$ cat config.mk
export PLATFORM = sky130hd
export DESIGN_NAME = hwtr_tuning_regs
export DESIGN_NICKNAME = d
export VERILOG_FILES = /design/src/rtl/hwtr_pkg.sv /design/src/rtl/hwtr_tuning_regs.sv /design/src/rtl/hwtr_i2c_slave.sv /design/src/rtl/hwtr_seg_timer.sv
export SDC_FILE = /design/constraint.sdc
export NUM_CORES = 1
export LEC_CHECK = 0
export ABC_AREA = 1
export BUFFER_PORTS_ARGS = -buffer_cell sky130_fd_sc_hd__buf_2
export CORE_ASPECT_RATIO = 1.75
export CORE_MARGIN = 2
export CORE_UTILIZATION = 28
export CTS_BUF_LIST = sky130_fd_sc_hd__clkbuf_4 sky130_fd_sc_hd__clkbuf_8 sky130_fd_sc_hd__clkbuf_16
export CTS_CLUSTER_DIAMETER = 40
export CTS_CLUSTER_SIZE = 14
export DETAILED_ROUTE_END_ITERATION = 10
export GPL_ROUTABILITY_DRIVEN = 0
export PLACE_DENSITY = 0.42
export SYNTH_ARGS = -nofsm -noshare
export SYNTH_HDL_FRONTEND = slang
export SYNTH_SLANG_ARGS = --single-unit
$ cat constraint.sdc
create_clock -name clk -period 8.2 [get_ports clk]
set_clock_uncertainty 0.05 [all_clocks]
set_input_delay 1.23 -clock clk [delete_from_list [all_inputs] [get_ports clk]]
set_output_delay 1.23 -clock clk [all_outputs]
set_load 0.1 [all_outputs]
$ cat src/rtl/hwtr_pkg.sv
`default_nettype none
package hwtr_pkg;
  // register offsets
  localparam logic [7:0] HWTR_NEG_SUSTAIN_TIME_OFFSET_ADDR = 8'h1c;
  localparam logic [7:0] HWTR_BRAKE_TIME_OFFSET_ADDR       = 8'h1d;
  localparam logic [7:0] HWTR_MOTOR_FULL_SCALE_LEVEL_ADDR  = 8'h1f;
  localparam logic [7:0] HWTR_OVERDRIVE_LIMIT_ADDR         = 8'h20;
  localparam logic [7:0] HWTR_LOSS_COMPENSATION_ADDR       = 8'h21;
  localparam logic [7:0] HWTR_FEEDBACK_GAIN_CAL_ADDR       = 8'h22;

  // values after reset
  localparam logic [7:0] HWTR_NEG_SUSTAIN_RST  = 8'h00;
  localparam logic [7:0] HWTR_BRAKE_OFFSET_RST = 8'h00;
  localparam logic [7:0] HWTR_FULL_SCALE_RST   = 8'h3f;
  localparam logic [7:0] HWTR_OD_LIMIT_RST     = 8'h89;
  localparam logic [7:0] HWTR_LOSS_COMP_RST    = 8'h0d;
  localparam logic [7:0] HWTR_FB_GAIN_RST      = 8'h6d;
  localparam logic [7:0] HWTR_UNMAPPED_READ    = 8'h00;

  // bus address of the device, arbitrary value
  localparam logic [6:0] HWTR_I2C_ADDR_DFLT = 7'h2a;

  // timing
  localparam int HWTR_CLK_PERIOD_NS = 20;
  localparam int HWTR_MS_NS         = 1000000;
  localparam int HWTR_CYC_PER_MS    = HWTR_MS_NS / HWTR_CLK_PERIOD_NS;

  // compensation derived from impedance by a right shift
  localparam int HWTR_COMP_SHIFT = 2;

  typedef enum logic [1:0] {
    HWTR_SEG_POS_SUSTAIN,
    HWTR_SEG_OVERDRIVE,
    HWTR_SEG_NEG_SUSTAIN,
    HWTR_SEG_BRAKE
  } hwtr_seg_kind_t;
endpackage
`default_nettype wire

$ cat src/rtl/hwtr_tuning_regs.sv
`default_nettype none
module hwtr_tuning_regs
  import hwtr_pkg::*;
#(
  parameter logic [6:0] DEV_ADDR   = HWTR_I2C_ADDR_DFLT,
  parameter int         CYC_PER_MS = HWTR_CYC_PER_MS
) (
  input  wire logic        clk,
  input  wire logic        resetn,
  input  wire logic        scl_in,
  input  wire logic        sda_in,
  output logic             sda_out,
  output logic             sda_oe,
  input  wire logic        closed_loop,
  input  wire logic [7:0]  waveform_step_period,
  input  wire logic [7:0]  wave_max_level,
  input  wire logic [7:0]  wave_min_level,
  input  wire logic        seg_valid,
  input  wire logic [7:0]  seg_level,
  input  wire logic [7:0]  seg_steps,
  output logic             seg_ready,
  input  wire logic        brake_settled,
  output logic             drive_active,
  output logic [7:0]       drive_level,
  output hwtr_seg_kind_t   drive_kind,
  output logic [7:0]       fb_gain,
  output logic [7:0]       loss_comp,
  input  wire logic        cal_start,
  input  wire logic        cal_meas_valid,
  input  wire logic [7:0]  cal_impedance,
  input  wire logic [7:0]  cal_bemf,
  output logic             cal_busy,
  output logic             cal_done
);
  // the ms divider needs at least one clock per millisecond
  if (CYC_PER_MS < 1) begin : g_cyc_check
    $error("CYC_PER_MS must be at least 1");
  end
  // 0000xxx and 1111xxx are reserved bus addresses
  if (DEV_ADDR[6:3] == 4'h0 || DEV_ADDR[6:3] == 4'hf) begin : g_addr_check
    $error("DEV_ADDR lies in a reserved address range");
  end

  typedef enum logic [1:0] {
    HWTR_M_IDLE,
    HWTR_M_PLAY,
    HWTR_M_CBRAKE
  } hwtr_mode_t;

  typedef struct packed {
    logic [7:0]     neg_sus;
    logic [7:0]     brk_off;
    logic [7:0]     full_scale;
    logic [7:0]     od_limit;
    logic [7:0]     comp;
    logic [7:0]     fbg;
    hwtr_mode_t     mode;
    logic           active;
    logic [7:0]     level;
    hwtr_seg_kind_t kind;
    logic           cal_busy;
    logic           cal_done;
  } hwtr_state_t;

  // one register image for the bank, the player and calibration
  hwtr_state_t s_r;
  hwtr_state_t s_nxt;

  // strobes and pointer from the serial port
  logic        wr_en;
  logic [7:0]  wr_addr;
  logic [7:0]  wr_data;
  logic [7:0]  rd_addr;
  logic [7:0]  rd_data;
  logic        tmr_start;
  logic [8:0]  tmr_steps;
  logic        tmr_busy;
  logic        tmr_done;

  // serial register port; writes arrive as one-cycle strobes
  hwtr_i2c_slave #(
    .DEV_ADDR (DEV_ADDR)
  ) u_i2c (
    .clk     (clk),
    .resetn  (resetn),
    .scl_in  (scl_in),
    .sda_in  (sda_in),
    .sda_oe  (sda_oe),
    .wr_en   (wr_en),
    .wr_addr (wr_addr),
    .wr_data (wr_data),
    .rd_addr (rd_addr),
    .rd_data (rd_data)
  );

  // segment length in clocks: steps times period times CYC_PER_MS
  hwtr_seg_timer #(
    .CYC_PER_MS (CYC_PER_MS)
  ) u_tmr (
    .clk       (clk),
    .resetn    (resetn),
    .start     (tmr_start),
    .steps     (tmr_steps),
    .period_ms (waveform_step_period),
    .busy      (tmr_busy),
    .done      (tmr_done)
  );

  // register read mux
  // gaps read as zero so a probe of an unused offset is harmless
  always_comb begin
    if (rd_addr == HWTR_NEG_SUSTAIN_TIME_OFFSET_ADDR) begin
      rd_data = s_r.neg_sus;
    end else if (rd_addr == HWTR_BRAKE_TIME_OFFSET_ADDR) begin
      rd_data = s_r.brk_off;
    end else if (rd_addr == HWTR_MOTOR_FULL_SCALE_LEVEL_ADDR) begin
      rd_data = s_r.full_scale;
    end else if (rd_addr == HWTR_OVERDRIVE_LIMIT_ADDR) begin
      rd_data = s_r.od_limit;
    end else if (rd_addr == HWTR_LOSS_COMPENSATION_ADDR) begin
      rd_data = s_r.comp;
    end else if (rd_addr == HWTR_FEEDBACK_GAIN_CAL_ADDR) begin
      rd_data = s_r.fbg;
    end else begin
      rd_data = HWTR_UNMAPPED_READ;
    end
  end

  // segment classification from the waveform extremes
  hwtr_seg_kind_t seg_kind;
  logic signed [9:0] seg_len;
  logic signed [9:0] seg_off;
  logic [8:0]        lim;
  logic signed [9:0] lvl_s;
  logic signed [9:0] lim_s;
  logic [7:0]        lvl_clamped;
  logic              cl_brake;

  // overdrive must be positive and brake negative, so a level that is
  // both extremes of a flat waveform still has exactly one kind
  always_comb begin
    if (seg_level == wave_max_level && !seg_level[7]) begin
      seg_kind = HWTR_SEG_OVERDRIVE;
    end else if (seg_level == wave_min_level && seg_level[7]) begin
      seg_kind = HWTR_SEG_BRAKE;
    end else if (seg_level[7]) begin
      seg_kind = HWTR_SEG_NEG_SUSTAIN;
    end else begin
      seg_kind = HWTR_SEG_POS_SUSTAIN;
    end
  end

  // signed offset added to the nominal step count
  always_comb begin
    seg_off = '0;
    if (seg_kind == HWTR_SEG_NEG_SUSTAIN) begin
      seg_off = {{2{s_r.neg_sus[7]}}, s_r.neg_sus};
    end else if (seg_kind == HWTR_SEG_BRAKE && !closed_loop) begin
      seg_off = {{2{s_r.brk_off[7]}}, s_r.brk_off};
    end
    seg_len = $signed({2'b00, seg_steps}) + seg_off;
    // a shortening below zero leaves an empty segment, not a wrapped one
    if (seg_len[9]) begin
      tmr_steps = 9'h000;
    end else begin
      tmr_steps = seg_len[8:0];
    end
  end

  // magnitude limit, same for both polarities
  always_comb begin
    lvl_s = {{2{seg_level[7]}}, seg_level};
    if (seg_kind == HWTR_SEG_OVERDRIVE || seg_kind == HWTR_SEG_BRAKE) begin
      lim = {1'b0, s_r.od_limit};
    end else begin
      lim = {1'b0, s_r.full_scale};
    end
    lim_s = $signed({1'b0, lim});
    lvl_clamped = seg_level;
    if (closed_loop) begin
      // saturate: limits above 127 do not fit a signed byte
      if (lvl_s > lim_s) begin
        lvl_clamped = (lim > 9'h07f) ? 8'h7f : lim[7:0];
      end else if (lvl_s < -lim_s) begin
        lvl_clamped = (lim > 9'h080) ? 8'h80 : 8'(-lim_s);
      end
    end
  end

  // closed-loop braking ends on feedback, so the timer stays idle
  assign cl_brake  = closed_loop && seg_kind == HWTR_SEG_BRAKE;
  assign seg_ready = (s_r.mode == HWTR_M_IDLE);
  assign tmr_start = seg_valid && seg_ready && !cl_brake;

  always_comb begin
    s_nxt = s_r;
    s_nxt.cal_done = 1'b0;
    // host writes
    if (wr_en) begin
      if (wr_addr == HWTR_NEG_SUSTAIN_TIME_OFFSET_ADDR) begin
        s_nxt.neg_sus = wr_data;
      end else if (wr_addr == HWTR_BRAKE_TIME_OFFSET_ADDR) begin
        s_nxt.brk_off = wr_data;
      end else if (wr_addr == HWTR_MOTOR_FULL_SCALE_LEVEL_ADDR) begin
        s_nxt.full_scale = wr_data;
      end else if (wr_addr == HWTR_OVERDRIVE_LIMIT_ADDR) begin
        s_nxt.od_limit = wr_data;
      end else if (wr_addr == HWTR_LOSS_COMPENSATION_ADDR) begin
        s_nxt.comp = wr_data;
      end else if (wr_addr == HWTR_FEEDBACK_GAIN_CAL_ADDR) begin
        s_nxt.fbg = wr_data;
      end
    end
    // calibration result overrides a host write in the same cycle
    // a start while busy is ignored
    if (cal_start && !s_r.cal_busy) begin
      s_nxt.cal_busy = 1'b1;
    end else if (s_r.cal_busy && cal_meas_valid) begin
      s_nxt.cal_busy = 1'b0;
      s_nxt.cal_done = 1'b1;
      s_nxt.comp     = cal_impedance >> HWTR_COMP_SHIFT;
      s_nxt.fbg      = cal_bemf;
    end
    // playback
    case (s_r.mode)
      HWTR_M_IDLE: begin
        // level drops to zero between segments so the driver idles
        s_nxt.active = 1'b0;
        s_nxt.level  = 8'h00;
        if (seg_valid) begin
          s_nxt.kind   = seg_kind;
          s_nxt.level  = lvl_clamped;
          s_nxt.active = 1'b1;
          if (cl_brake) begin
            s_nxt.mode = HWTR_M_CBRAKE;
          end else begin
            s_nxt.mode = HWTR_M_PLAY;
          end
        end
      end
      HWTR_M_PLAY: begin
        // an empty segment never sets busy, so idle also ends it
        if (tmr_done || !tmr_busy) begin
          s_nxt.mode   = HWTR_M_IDLE;
          s_nxt.active = 1'b0;
          s_nxt.level  = 8'h00;
        end
      end
      HWTR_M_CBRAKE: begin
        // brake offset plays no part here
        if (brake_settled) begin
          s_nxt.mode   = HWTR_M_IDLE;
          s_nxt.active = 1'b0;
          s_nxt.level  = 8'h00;
        end
      end
      default: begin
        s_nxt.mode = HWTR_M_IDLE;
      end
    endcase
  end

  always_ff @(posedge clk) begin
    if (!resetn) begin
      // clear the image, then load the register defaults
      s_r            <= '0;
      s_r.neg_sus    <= HWTR_NEG_SUSTAIN_RST;
      s_r.brk_off    <= HWTR_BRAKE_OFFSET_RST;
      s_r.full_scale <= HWTR_FULL_SCALE_RST;
      s_r.od_limit   <= HWTR_OD_LIMIT_RST;
      s_r.comp       <= HWTR_LOSS_COMP_RST;
      s_r.fbg        <= HWTR_FB_GAIN_RST;
      s_r.mode       <= HWTR_M_IDLE;
      s_r.kind       <= HWTR_SEG_POS_SUSTAIN;
    end else begin
      s_r <= s_nxt;
    end
  end

  // open drain: the pin only ever pulls low
  assign sda_out      = 1'b0;
  assign drive_active = s_r.active;
  assign drive_level  = s_r.level;
  assign drive_kind   = s_r.kind;
  assign fb_gain      = s_r.fbg;
  assign loss_comp    = s_r.comp;
  assign cal_busy     = s_r.cal_busy;
  assign cal_done     = s_r.cal_done;
endmodule
`default_nettype wire

$ cat src/rtl/hwtr_i2c_slave.sv
`default_nettype none
module hwtr_i2c_slave
  import hwtr_pkg::*;
#(
  parameter logic [6:0] DEV_ADDR = HWTR_I2C_ADDR_DFLT
) (
  input  wire logic       clk,
  input  wire logic       resetn,
  input  wire logic       scl_in,
  input  wire logic       sda_in,
  output logic            sda_oe,
  output logic            wr_en,
  output logic [7:0]      wr_addr,
  output logic [7:0]      wr_data,
  output logic [7:0]      rd_addr,
  input  wire logic [7:0] rd_data
);
  typedef enum logic [2:0] {
    I_IDLE, I_ADDR, I_AACK, I_WBYTE, I_WACK, I_RBYTE, I_RACK
  } hwtr_i2c_st_t;

  typedef struct packed {
    hwtr_i2c_st_t st;
    logic [7:0]   sh;
    logic [3:0]   cnt;
    logic         rw;
    logic         first;
    logic [7:0]   ptr;
    logic         oe;
    logic         scl_q;
    logic         sda_q;
    logic         wr;
    logic [7:0]   waddr;
    logic [7:0]   wdata;
  } hwtr_i2c_t;

  hwtr_i2c_t s_r, s_nxt;
  logic rise, fall, start_c, stop_c;

  always_comb begin
    s_nxt   = s_r;
    rise    = scl_in & ~s_r.scl_q;
    fall    = ~scl_in & s_r.scl_q;
    start_c = scl_in & s_r.scl_q & s_r.sda_q & ~sda_in;
    stop_c  = scl_in & s_r.scl_q & ~s_r.sda_q & sda_in;
    s_nxt.scl_q = scl_in;
    s_nxt.sda_q = sda_in;
    s_nxt.wr    = 1'b0;
    if (start_c) begin
      s_nxt.st  = I_ADDR;
      s_nxt.cnt = 4'h0;
      s_nxt.oe  = 1'b0;
    end else if (stop_c) begin
      s_nxt.st = I_IDLE;
      s_nxt.oe = 1'b0;
    end else if (rise) begin
      case (s_r.st)
        I_ADDR, I_WBYTE: begin
          s_nxt.sh  = {s_r.sh[6:0], sda_in};
          s_nxt.cnt = s_r.cnt + 4'h1;
        end
        I_RACK: begin
          if (sda_in) begin
            s_nxt.st = I_IDLE;
          end
        end
        default: begin
        end
      endcase
    end else if (fall) begin
      case (s_r.st)
        I_ADDR: begin
          if (s_r.cnt == 4'h8) begin
            if (s_r.sh[7:1] == DEV_ADDR) begin
              s_nxt.oe = 1'b1;
              s_nxt.rw = s_r.sh[0];
              s_nxt.st = I_AACK;
            end else begin
              s_nxt.st = I_IDLE;
            end
          end
        end
        I_AACK: begin
          s_nxt.cnt = (s_r.rw) ? 4'h1 : 4'h0;
          if (s_r.rw) begin
            s_nxt.sh = rd_data;
            s_nxt.oe = ~rd_data[7];
            s_nxt.st = I_RBYTE;
          end else begin
            s_nxt.oe    = 1'b0;
            s_nxt.first = 1'b1;
            s_nxt.st    = I_WBYTE;
          end
        end
        I_WBYTE: begin
          if (s_r.cnt == 4'h8) begin
            s_nxt.oe = 1'b1;
            s_nxt.st = I_WACK;
            if (s_r.first) begin
              s_nxt.ptr = s_r.sh;
            end else begin
              s_nxt.wr    = 1'b1;
              s_nxt.waddr = s_r.ptr;
              s_nxt.wdata = s_r.sh;
              s_nxt.ptr   = s_r.ptr + 8'h01;
            end
          end
        end
        I_WACK: begin
          s_nxt.oe    = 1'b0;
          s_nxt.first = 1'b0;
          s_nxt.cnt   = 4'h0;
          s_nxt.st    = I_WBYTE;
        end
        I_RBYTE: begin
          if (s_r.cnt == 4'h8) begin
            s_nxt.oe  = 1'b0;
            s_nxt.ptr = s_r.ptr + 8'h01;
            s_nxt.st  = I_RACK;
          end else begin
            s_nxt.sh  = {s_r.sh[6:0], 1'b0};
            s_nxt.oe  = ~s_r.sh[6];
            s_nxt.cnt = s_r.cnt + 4'h1;
          end
        end
        I_RACK: begin
          s_nxt.sh  = rd_data;
          s_nxt.oe  = ~rd_data[7];
          s_nxt.cnt = 4'h1;
          s_nxt.st  = I_RBYTE;
        end
        default: begin
        end
      endcase
    end
  end

  always_ff @(posedge clk) begin
    if (!resetn) begin
      s_r       <= '0;
      s_r.st    <= I_IDLE;
      s_r.scl_q <= 1'b1;
      s_r.sda_q <= 1'b1;
    end else begin
      s_r <= s_nxt;
    end
  end

  assign sda_oe  = s_r.oe;
  assign wr_en   = s_r.wr;
  assign wr_addr = s_r.waddr;
  assign wr_data = s_r.wdata;
  assign rd_addr = s_r.ptr;
endmodule
`default_nettype wire

$ cat src/rtl/hwtr_seg_timer.sv
`default_nettype none
module hwtr_seg_timer
  import hwtr_pkg::*;
#(
  parameter int CYC_PER_MS = HWTR_CYC_PER_MS
) (
  input  wire logic       clk,
  input  wire logic       resetn,
  input  wire logic       start,
  input  wire logic [8:0] steps,
  input  wire logic [7:0] period_ms,
  output logic            busy,
  output logic            done
);
  localparam int CW = $clog2(CYC_PER_MS + 1);
  localparam logic [CW-1:0] CYC_LAST = CW'(CYC_PER_MS - 1);

  if (CYC_PER_MS < 1) begin : g_cyc_check
    $error("CYC_PER_MS must be at least 1");
  end

  typedef struct packed {
    logic          busy;
    logic          done;
    logic [8:0]    step_left;
    logic [7:0]    ms_left;
    logic [CW-1:0] cyc;
  } hwtr_tmr_t;

  hwtr_tmr_t t_r, t_nxt;

  // length in ms is steps times the step period
  always_comb begin
    t_nxt      = t_r;
    t_nxt.done = 1'b0;
    if (start) begin
      t_nxt.cyc = '0;
      if (steps == 9'h000 || period_ms == 8'h00) begin
        t_nxt.busy = 1'b0;
        t_nxt.done = 1'b1;
      end else begin
        t_nxt.busy      = 1'b1;
        t_nxt.step_left = steps;
        t_nxt.ms_left   = period_ms;
      end
    end else if (t_r.busy) begin
      if (t_r.cyc == CYC_LAST) begin
        t_nxt.cyc = '0;
        if (t_r.ms_left == 8'h01) begin
          t_nxt.ms_left = period_ms;
          if (t_r.step_left == 9'h001) begin
            t_nxt.busy = 1'b0;
            t_nxt.done = 1'b1;
          end else begin
            t_nxt.step_left = t_r.step_left - 9'h001;
          end
        end else begin
          t_nxt.ms_left = t_r.ms_left - 8'h01;
        end
      end else begin
        t_nxt.cyc = t_r.cyc + CW'(1);
      end
    end
  end

  always_ff @(posedge clk) begin
    if (!resetn) begin
      t_r <= '0;
    end else begin
      t_r <= t_nxt;
    end
  end

  assign busy = t_r.busy;
  assign done = t_r.done;
endmodule
`default_nettype wire

==> results of run 1 <==
layout by cell type (no fill, tap or decap), types with 4 or more instances in the layout:
| master | Yosys | layout |
|---|---|---|
| ha_1 | 47 | 47 |
| a21oi_1 | 144 | 144 |
| nor4_1 | 10 | 9 |
| o32ai_1 | 5 | 5 |
| dfxtp_1 | 143 | 143 |
| o21ai_0 | 106 | 106 |
| nor3_1 | 30 | 30 |
| nand4_1 | 16 | 16 |
| o2111ai_1 | 4 | 4 |
| nand2_1 | 289 | 289 |
| nor2_2 | 8 | 8 |
| xnor2_1 | 10 | 10 |
| o22ai_1 | 12 | 12 |
| clkinv_2 | 0 | 5 |
| nor2_1 | 140 | 140 |
| clkinv_1 | 6 | 6 |
| xor2_1 | 14 | 14 |
| a21oi_2 | 6 | 6 |
| inv_2 | 11 | 11 |
| inv_1 | 188 | 188 |
| buf_4 | 27 | 5 |
| nand2_4 | 9 | 9 |
| nand3_1 | 72 | 72 |
| o221ai_1 | 4 | 4 |
| bufinv_16 | 0 | 4 |
| clkbuf_16 | 0 | 17 |
| o21ai_1 | 12 | 12 |
| buf_2 | 3 | 93 |
| nand2_2 | 14 | 14 |
| a31oi_1 | 12 | 12 |
| or2_2 | 4 | 4 |
| a211oi_1 | 7 | 7 |
| nand3b_1 | 11 | 11 |
| o211ai_1 | 13 | 13 |
path summary, 6_finish.rpt:
| check | from | endpoint | slack, ns | cells after the start |
|---|---|---|---|---|
| setup / recovery | seg_level[6] | drive_level[2]$_SDFFE_PN0P_ | 3.46 | 30 |
| hold / removal | drive_active$_SDFFE_PN0P_ | drive_active$_SDFFE_PN0P_ | 0.41 | 2 |
| setup reg to reg | s_r[39]$_SDFFE_PN1P_ | drive_level[2]$_SDFFE_PN0P_ | 4.82 | 22 |
| hold reg to reg | drive_active$_SDFFE_PN0P_ | drive_active$_SDFFE_PN0P_ | 0.41 | 2 |
kinds of logic after synthesis:
kind of cell / synth area share (%)
xor+xnor: 2.19
fa+ha+maj: 6.32
flops: 29.8
simple gates: 28.9
buf+inv: 11.9
other cells: 0.0390
compound gates: 20.8
per-layer routing:
metal  wire length (µm)  vias to the layer above
met5                  0                        -
li1                   -                     4903
met2              17700                      131
met3                722                       50
met4               1060                        0
met1              12400                     4283
cell type report:
class | count | area, µm² | share of cell area [%]
well taps | 455 | 569 | 5.19
diodes | 1 | 2.50 | 0.0228
multi-input cells | 1039 | 5620 | 51.2
repair buffers | 98 | 503 | 4.58
flip-flops and latches | 143 | 2860 | 26.1
clock inverters | 11 | 161 | 1.47
clock buffers | 21 | 474 | 4.32
inverters | 207 | 782 | 7.13
registers in the layout, summed over array words and instances, names as in the netlist, 2 cells and up:
name	count
drive_level	8
loss_comp	8
s_r	34
u_i2c.wr_data	8
drive_kind	2
fb_gain	8
u_i2c.rd_addr	8
u_i2c.wr_addr	8
u_i2c.s_r	19
u_tmr.t_r	33
worst register-to-register path, stage by stage (launching register included):
cell	delay, ns
dfxtp_1	0.34
inv_1	0.08
o21ai_4	0.25
inv_4	0.09
ha_1	0.24
nand3_1	0.14
nor2_4	0.06
nand2_2	0.12
nand2_1	0.12
ha_1	0.19
a21oi_1	0.14
nor3_1	0.06
a211oi_1	0.25
nand3_1	0.11
nand2_1	0.07
nand2_1	0.20
inv_1	0.19
nand2_2	0.09
o21ai_1	0.14
nand2_1	0.07
nand2_1	0.07
nand2_1	0.10
a21oi_2	0.12
report_power, final:
group	switching [mW]	internal (mW)	total, mW
sequential	0.0244	0.719	0.743
clock	0.314	0.534	0.848
combinational	0.236	0.0933	0.329
stage by stage:
step	worst slack [ns]	hold WS, ns
2_1_floorplan	3.80	0.391
3_3_place_gp	3.02	0.403
6_report	3.46	0.409
4_1_cts	3.42	0.413
3_5_place_dp	2.98	0.403
5_1_grt	2.99	0.449
==> results.yml, run 1 <==
synth:
  yosys.area.top_type_share_pct: 29.8
  yosysSeqAreaShare_pct: 29.8
  synth_edf_count: 0
  syn_nets: 1562
  synth_most_common_cell: "nand2_1"
  ys_ff_latch: 143
  ys_top_cells_by_count: "nand2_1, inv_1, a21oi_1"
  synth.avg_cell_area_um2: 6.64
  synth_area_mm2: 0.00962
  yosysUniqueCellTypes: 60
  synthCells: 1449
  ys.flop_type: "dfxtp_1"
  synth.top_cells.by_area: "dfxtp_1, nand2_1, a21oi_1, inv_1, ha_1"
  yosysWarningCount: 0
  synth_area_leader_cell: "dfxtp_1"
  async_reset_ff_share_pct: 0
floorplan:
  die-area_mm2: 0.0359
  start_util_pct: 28.5
  coreArea_mm2: 0.0337
  rows: 89
  die_w_um: 144
  io_pins: 97
  chipHeight_um: 249
sta:
  max_freq_mhz: 211
  finalSetupTns_ns: 0
  fin_crit_ns: 4.74
  finalSetupViolCount: 0
  tightest_slew_ns: 1.17
  slew_headroom_pct: 21.7
  slew_viol_final: 0
  grt_setup_unrepaired: "false"
  finalHoldViolCount: 0
  post-route-period-util_pct: 57.9
global_routing:
  grt_pass1_wl_mm: 51.1
  grt_max_degree: 70
  antenna_found_initial: 1
  grt_pass1_vias: 9664
  use_met3_pct: 2.56
  met1_usage_pct: 18.9
  grt_util_all_layers_pct: 18.3
  grtUsageMet2_pct: 35.8
  grt_overflow_total: 0
  busiest_layer: "met2"
worst_setup_path:
  critical_path.top_delay_family: "simple AND/OR/NAND/NOR gates"
  cp_data_required_time_ns: 8.50
  crit_top_cell: "nand2_1"
  cp_max_fo: 14
  slowest_delay_ns: 0.25
  endpoint_kind: "flop"
  path_class: "input pin to flop"
  cp-start-kind: "input pin"
  cp_num_buf_inv: 4
  cp.arrival_ns: 5.05
  slowest_stage: "a211oi_1"
power:
  p_per_area_mw_per_mm2: 175
  vdd_drop_max_uv: 113
  finalPower_mw: 1.92
  leakage_nw: 4.86
cts:
  cts.sinks: 143
  cts_tree: "done"
  numCtsBuffers: 17
  clk_pin_slew_ns: 0.06
  htreeDepth: 4
  cts_resized: 0
  cts_hold_buf: 0
  cts_setup_buffers: 0
  cts-root-buf: "clkbuf_16"
  clock_latency_ns: 0.44
  clock_path_buffers: 2
routing:
  via_per_inst: 4.74
  drc: 0
  antenna_left: 0
  post_drt_wl_per_cell_um: 16.2
  drt-total-wl_mm: 31.9
  first_pass_iters: 5
  num_vias: 9367
  first_iter_violations: 397
placed_design:
  place_inst: 1942
  postPlaceCellArea_mm2: 0.0103
  numPortBuffers: 93
  dpl.hpwl_mm: 25.1
finish:
  fillers: 3789
  drive_above_1_share_pct: 13.2
  syn2layout_area_growth_pct: 14.1
  final_nets: 1619
  final_cells: 1975
  utilization_pct: 32.5
  final_area_mm2: 0.0110
run_status:
  outcome: "finished clean"
hold_path:
  min_path_type: "flop to flop"
flow_run:
  maxCapViolations: 0
(Power assumes the default switching activity.)
==> inputs of run 2 (changes only) <==
- PLACE_DENSITY: 0.42 -> 0.43
- clock period: 8.2 -> 4.1 ns (I/O delays scaled with it)
==> run 2 against run 1 <==
Against the previous run:
- core utilization grew 1.7 points
- worst hold slack got worse by 0.088 ns
- largest cell class unchanged
- combinational power increased by 110%
- global-route usage up 0.25 points
==> results.yml, run 2 (synthesis gave the netlist of run 1 again) <==
run_status:
  outcome: "finished clean"
cts:
  clock_latency_ns: 0.45
  htreeDepth: 4
  numCtsBuffers: 17
  cts.sinks: 143
  clock_path_buffers: 2
  cts-root-buf: "clkbuf_16"
  clk_pin_slew_ns: 0.06
  cts_hold_buf: 0
  cts_tree: "done"
worst_setup_path:
  critical_path.top_delay_family: "simple AND/OR/NAND/NOR gates"
  slowest_delay_ns: 0.26
  path_class: "input pin to flop"
  slowest_stage: "a211oi_1"
  cp_data_required_time_ns: 4.43
  cp_num_buf_inv: 4
  cp.arrival_ns: 4.03
  crit_top_cell: "nand2_1"
  cp-start-kind: "input pin"
  endpoint_kind: "flop"
  cp_max_fo: 8
power:
  p_per_area_mw_per_mm2: 330
  vdd_drop_max_uv: 254
  intPower_mw: 2.59
  power_frac_comb_pct: 18.5
  switching_share_pct: 32.0
  leakage_nw: 5.23
  power_switching_mw: 1.22
  p_clk_share_pct: 42.7
  seq_power_share_pct: 38.9
finish:
  fillers: 3729
  regArea_mm2: 0.00286
  largest_register_ffs: 34
  final_cell_mix: "nand2_1, inv_1, a21oi_1"
  drive_above_1_share_pct: 17.5
  utilization_pct: 34.3
  multi_input_area_mm2: 0.00562
  syn2layout_area_growth_pct: 20.2
  reg.largest.list: "s_r x34, u_tmr.t_r x33, u_i2c.s_r x19"
  layout_commonest_cell: "nand2_1"
  final_nets: 1696
  regMostFlops: "s_r"
sta:
  slew_headroom_pct: 19.3
  post-route-period-util_pct: 90.3
  finalHoldViolCount: 0
  fin_crit_ns: 3.70
  slew_viol_final: 0
  finalSetupViolCount: 0
  max_freq_mhz: 270
  finalSetupTns_ns: 0
  grt_setup_unrepaired: "false"
  tightest_slew_ns: 1.20
global_routing:
  grt_util_all_layers_pct: 18.6
  grt_max_degree: 64
  antenna_found_initial: 1
  grt_pass1_wl_mm: 51.7
  grt_pass1_vias: 9801
  grt_overflow_total: 0
floorplan:
  chipHeight_um: 249
  start_util_pct: 28.5
  rows: 89
  die-area_mm2: 0.0359
  io_pins: 97
  die_w_um: 144
  coreArea_mm2: 0.0337
routing:
  drc: 0
  drt-total-wl_mm: 32.6
  first_iter_violations: 419
  post_drt_wl_per_cell_um: 15.9
  antenna_left: 0
  num_vias: 9700
  first_pass_iters: 5
  via_per_inst: 4.73
placed_design:
  dpl.hpwl_mm: 25.8
  numPortBuffers: 93
hold_path:
  min_path_type: "input pin to flop"
flow_run:
  maxCapViolations: 0
[run 2: repair_timing]
item / CTS / global route
endpoints found under the setup margin: 0 / 19
buffers inserted: 0 / 0
hold endpoints to repair: 0 / 0
resized for setup: 0 / 3
[run 2: final timing paths]
| kind | start | cells past startpoint | slack (ns) | to |
|---|---|---|---|---|
| worst min register to register | drive_active$_SDFFE_PN0P_ | 2 | 0.41 | drive_active$_SDFFE_PN0P_ |
| worst min-delay path | cal_bemf[1] | 3 | 0.32 | fb_gain[1]$_SDFF_PN0_ |
| worst max register to register | s_r[41]$_SDFFE_PN1P_ | 22 | 1.02 | drive_level[4]$_SDFFE_PN0P_ |
| worst max-delay path | seg_level[6] | 31 | 0.40 | drive_level[4]$_SDFFE_PN0P_ |
[run 2: layout make-up]
| cell class | instances | share of cell area, % |
|---|---|---|
| Inverter | 207 | 6.77 |
| Timing Repair Buffer | 175 | 9.68 |
| Tap cell | 455 | 4.93 |
| Antenna cell | 1 | 0.0217 |
| Clock inverter | 13 | 1.34 |
| Sequential cell | 143 | 24.8 |
| Clock buffer | 19 | 3.86 |
| Multi-Input combinational cell | 1039 | 48.6 |
[run 2: power groups by stage]
stage          clock, mW  sequential (mW)  combinational (mW)
6_report            1.63             1.48               0.705
5_1_grt             1.74             1.49               0.785
4_1_cts             1.68             1.48               0.712
3_5_place_dp           0             1.52               0.710
3_3_place_gp           0             1.52               0.707
2_1_floorplan          0             1.52               0.499
[run 2: metal layers]
metal	share of wire, %	global-route usage [%]
met5	0	0
met4	3.0	7.20
met3	2.3	2.61
met2	57	36.8
met1	38	18.9
[run 2: worst reg2reg max path, stage by stage, from the launching register on]
cell and delay, ns:
dfxtp_1 0.34, nand3b_1 0.26, nand2_8 0.14, nand2_4 0.06, nor2_4 0.13, nand3_1 0.09, nand2_1 0.06, nand2_1 0.08
ha_1 0.30, a21oi_1 0.14, nor3_1 0.06, a211oi_1 0.26, nand3_1 0.12, nand2_1 0.08, nand2_1 0.08, buf_4 0.15
a21oi_4 0.16, nand2_1 0.07, nand2_1 0.07, nand2_1 0.07, nand2_1 0.08, nand2_1 0.07, a21oi_2 0.10
[run 2: stage by stage]
step | total power, mW | setup slack, ns | hold WS [ns] | instances | cell area (µm²)
finish | 3.82 | 0.399 | 0.321 | 2052 | 11600
global route | 4.02 | 0.00515 | 0.332 | 2052 | 11600
CTS | 3.88 | 0.262 | 0.299 | 2051 | 11500
detailed placement | 2.23 | -0.196 | 0.403 | 2019 | 10900
global placement | 2.22 | -0.177 | 0.398 | 2019 | 10900
floorplan | 2.02 | 0.312 | 0.391 | 1449 | 9620
==> inputs of run 3 (changes only) <==
- PLACE_DENSITY: 0.43 -> 0.42
- clock period: 4.1 -> 3.68 ns (I/O delays scaled with it)
==> run 3 against run 2 <==
Against the previous run:
- critical path depth shrank 4
- power grew 12%
- critical endpoint unchanged
- sequential cell count is the same
- largest cell class unchanged
- non-clock buffer count grew 32
- worst hold slack lost 0.067 ns
- first-iteration DRC count shrank 13%
- highest routed layer is now met5
- setup slack lost 0.13 ns
- final cell count grew 1.5%
- die area is the same
- final area grew 3.7%
==> results.yml, run 3 (synthesis gave the netlist of run 1 again) <==
cts:
  clk_pin_slew_ns: 0.07
  clock_latency_ns: 0.45
  htreeDepth: 4
  cts.sinks: 143
  cts_tree: "done"
  clock_path_buffers: 2
  numCtsBuffers: 17
  cts-root-buf: "clkbuf_16"
sta:
  tightest_slew_ns: 1.20
  slew_headroom_pct: 19.1
  post-route-period-util_pct: 92.6
  fin_crit_ns: 3.41
  slew_viol_final: 0
  finalWorstSetupSlack_ns: 0.272
  finalSetupViolCount: 0
  finalHoldViolCount: 0
  max_freq_mhz: 293
finish:
  layout_commonest_cell: "nand2_1"
  largest_register_ffs: 34
  drive_above_1_share_pct: 21.5
  reg.largest.list: "s_r x34, u_tmr.t_r x33, u_i2c.s_r x19"
  regMostFlops: "s_r"
  final_nets: 1728
  fillers: 3708
  utilization_pct: 35.5
  syn2layout_area_growth_pct: 24.6
  antenna_cells: 0
  final_cell_mix: "nand2_1, inv_1, dfxtp_1"
routing:
  antenna_left: 0
  post_drt_wl_per_cell_um: 15.7
  first_pass_iters: 6
  drt-total-wl_mm: 32.8
  first_iter_violations: 365
  via_per_inst: 4.74
  num_vias: 9873
  drc: 0
worst_setup_path:
  crit_top_cell: "nand2_1"
  cp_max_fo: 6
  endpoint_kind: "flop"
  cp_data_required_time_ns: 3.95
  slowest_stage: "ha_1"
  path_class: "input pin to flop"
  slowest_delay_ns: 0.31
  cp.arrival_ns: 3.68
  cp-start-kind: "input pin"
floorplan:
  die-area_mm2: 0.0359
  die_w_um: 144
  start_util_pct: 28.5
  io_pins: 97
  coreArea_mm2: 0.0337
  rows: 89
  chipHeight_um: 249
power:
  seq_power_share_pct: 38.8
  vdd_drop_max_uv: 252
  intPower_mw: 2.89
  power_switching_mw: 1.37
  leakage_nw: 5.40
  p_per_area_mw_per_mm2: 356
  p_clk_share_pct: 42.2
  power_frac_comb_pct: 19.0
  switching_share_pct: 32.2
run_status:
  outcome: "finished clean"
global_routing:
  grt_max_degree: 49
  grt_pass1_vias: 9954
  grt_util_all_layers_pct: 18.7
  grt_pass1_wl_mm: 52.0
  antenna_found_initial: 1
  grt_overflow_total: 0
placed_design:
  post-place-ws_ns: -0.443
  dpl.hpwl_mm: 26.4
  numPortBuffers: 93
hold_path:
  min_path_type: "input pin to flop"
flow_run:
  maxCapViolations: 0
## run 3: path summary, 6_finish.rpt
kind	cells after the start	start	slack, ns	endpoint
max	27	seg_level[4]	0.27	drive_level[4]$_SDFFE_PN0P_
min	3	cal_impedance[3]	0.25	loss_comp[1]$_SDFF_PN0_
max reg2reg	23	s_r[40]$_SDFFE_PN1P_	0.77	drive_level[4]$_SDFFE_PN0P_
min reg2reg	2	drive_level[3]$_SDFFE_PN0P_	0.42	drive_level[3]$_SDFFE_PN0P_
## run 3: power by group through the flow
stage	clock (mW)	combinational (mW)	sequential, mW
after floorplan	0	0.557	1.69
after global placement	0	0.799	1.69
after detailed placement	0	0.803	1.69
after CTS	1.85	0.806	1.65
after global routing	1.91	0.901	1.66
final	1.80	0.811	1.66
## run 3: per-layer routing
layer  up-vias  share of wire, %  track usage [%]
met5         -             0.027                0
met4         2               2.0             6.05
met3        41               2.6             2.33
met2       131                58             38.7
met1      4579                37             18.3
li1       5120                 -                -
## run 3: layout make-up
class,count,area (µm²),share of cell area [%]
clock inverters,14,160,1.34
clock buffers,18,439,3.67
multi-input cells,1039,5800,48.4
repair buffers,207,1370,11.4
flip-flops and latches,143,2860,23.9
inverters,207,782,6.53
well taps,455,569,4.75
## run 3: worst max-delay path: cells and delay by family
kind | cells | cell delay (ns)
compound gates | 4 | 0.40
simple gates | 16 | 1.50
fa+ha+maj | 1 | 0.31
buf+inv | 6 | 0.89
## run 3: what timing repair did
item / 4_1_cts / 5_1_grt
setup buffers: 0 / 1
endpoints found under the setup margin: 0 / 27
hold buffers: 0 / 0
gates resized for setup: 0 / 50
## run 3: metrics by stage
stage / instance area, µm² / TNS, ns / hold slack (ns) / power [mW] / instances
6_report: 12000 / 0 / 0.254 / 4.27 / 2083
5_1_grt: 12000 / -0.0154 / 0.254 / 4.47 / 2083
4_1_cts: 11800 / 0 / 0.240 / 4.31 / 2082
3_5_place_dp: 11200 / -9.71 / 0.409 / 2.49 / 2050
3_3_place_gp: 11200 / -8.69 / 0.406 / 2.49 / 2050
2_1_floorplan: 9620 / 0 / 0.391 / 2.25 / 1449
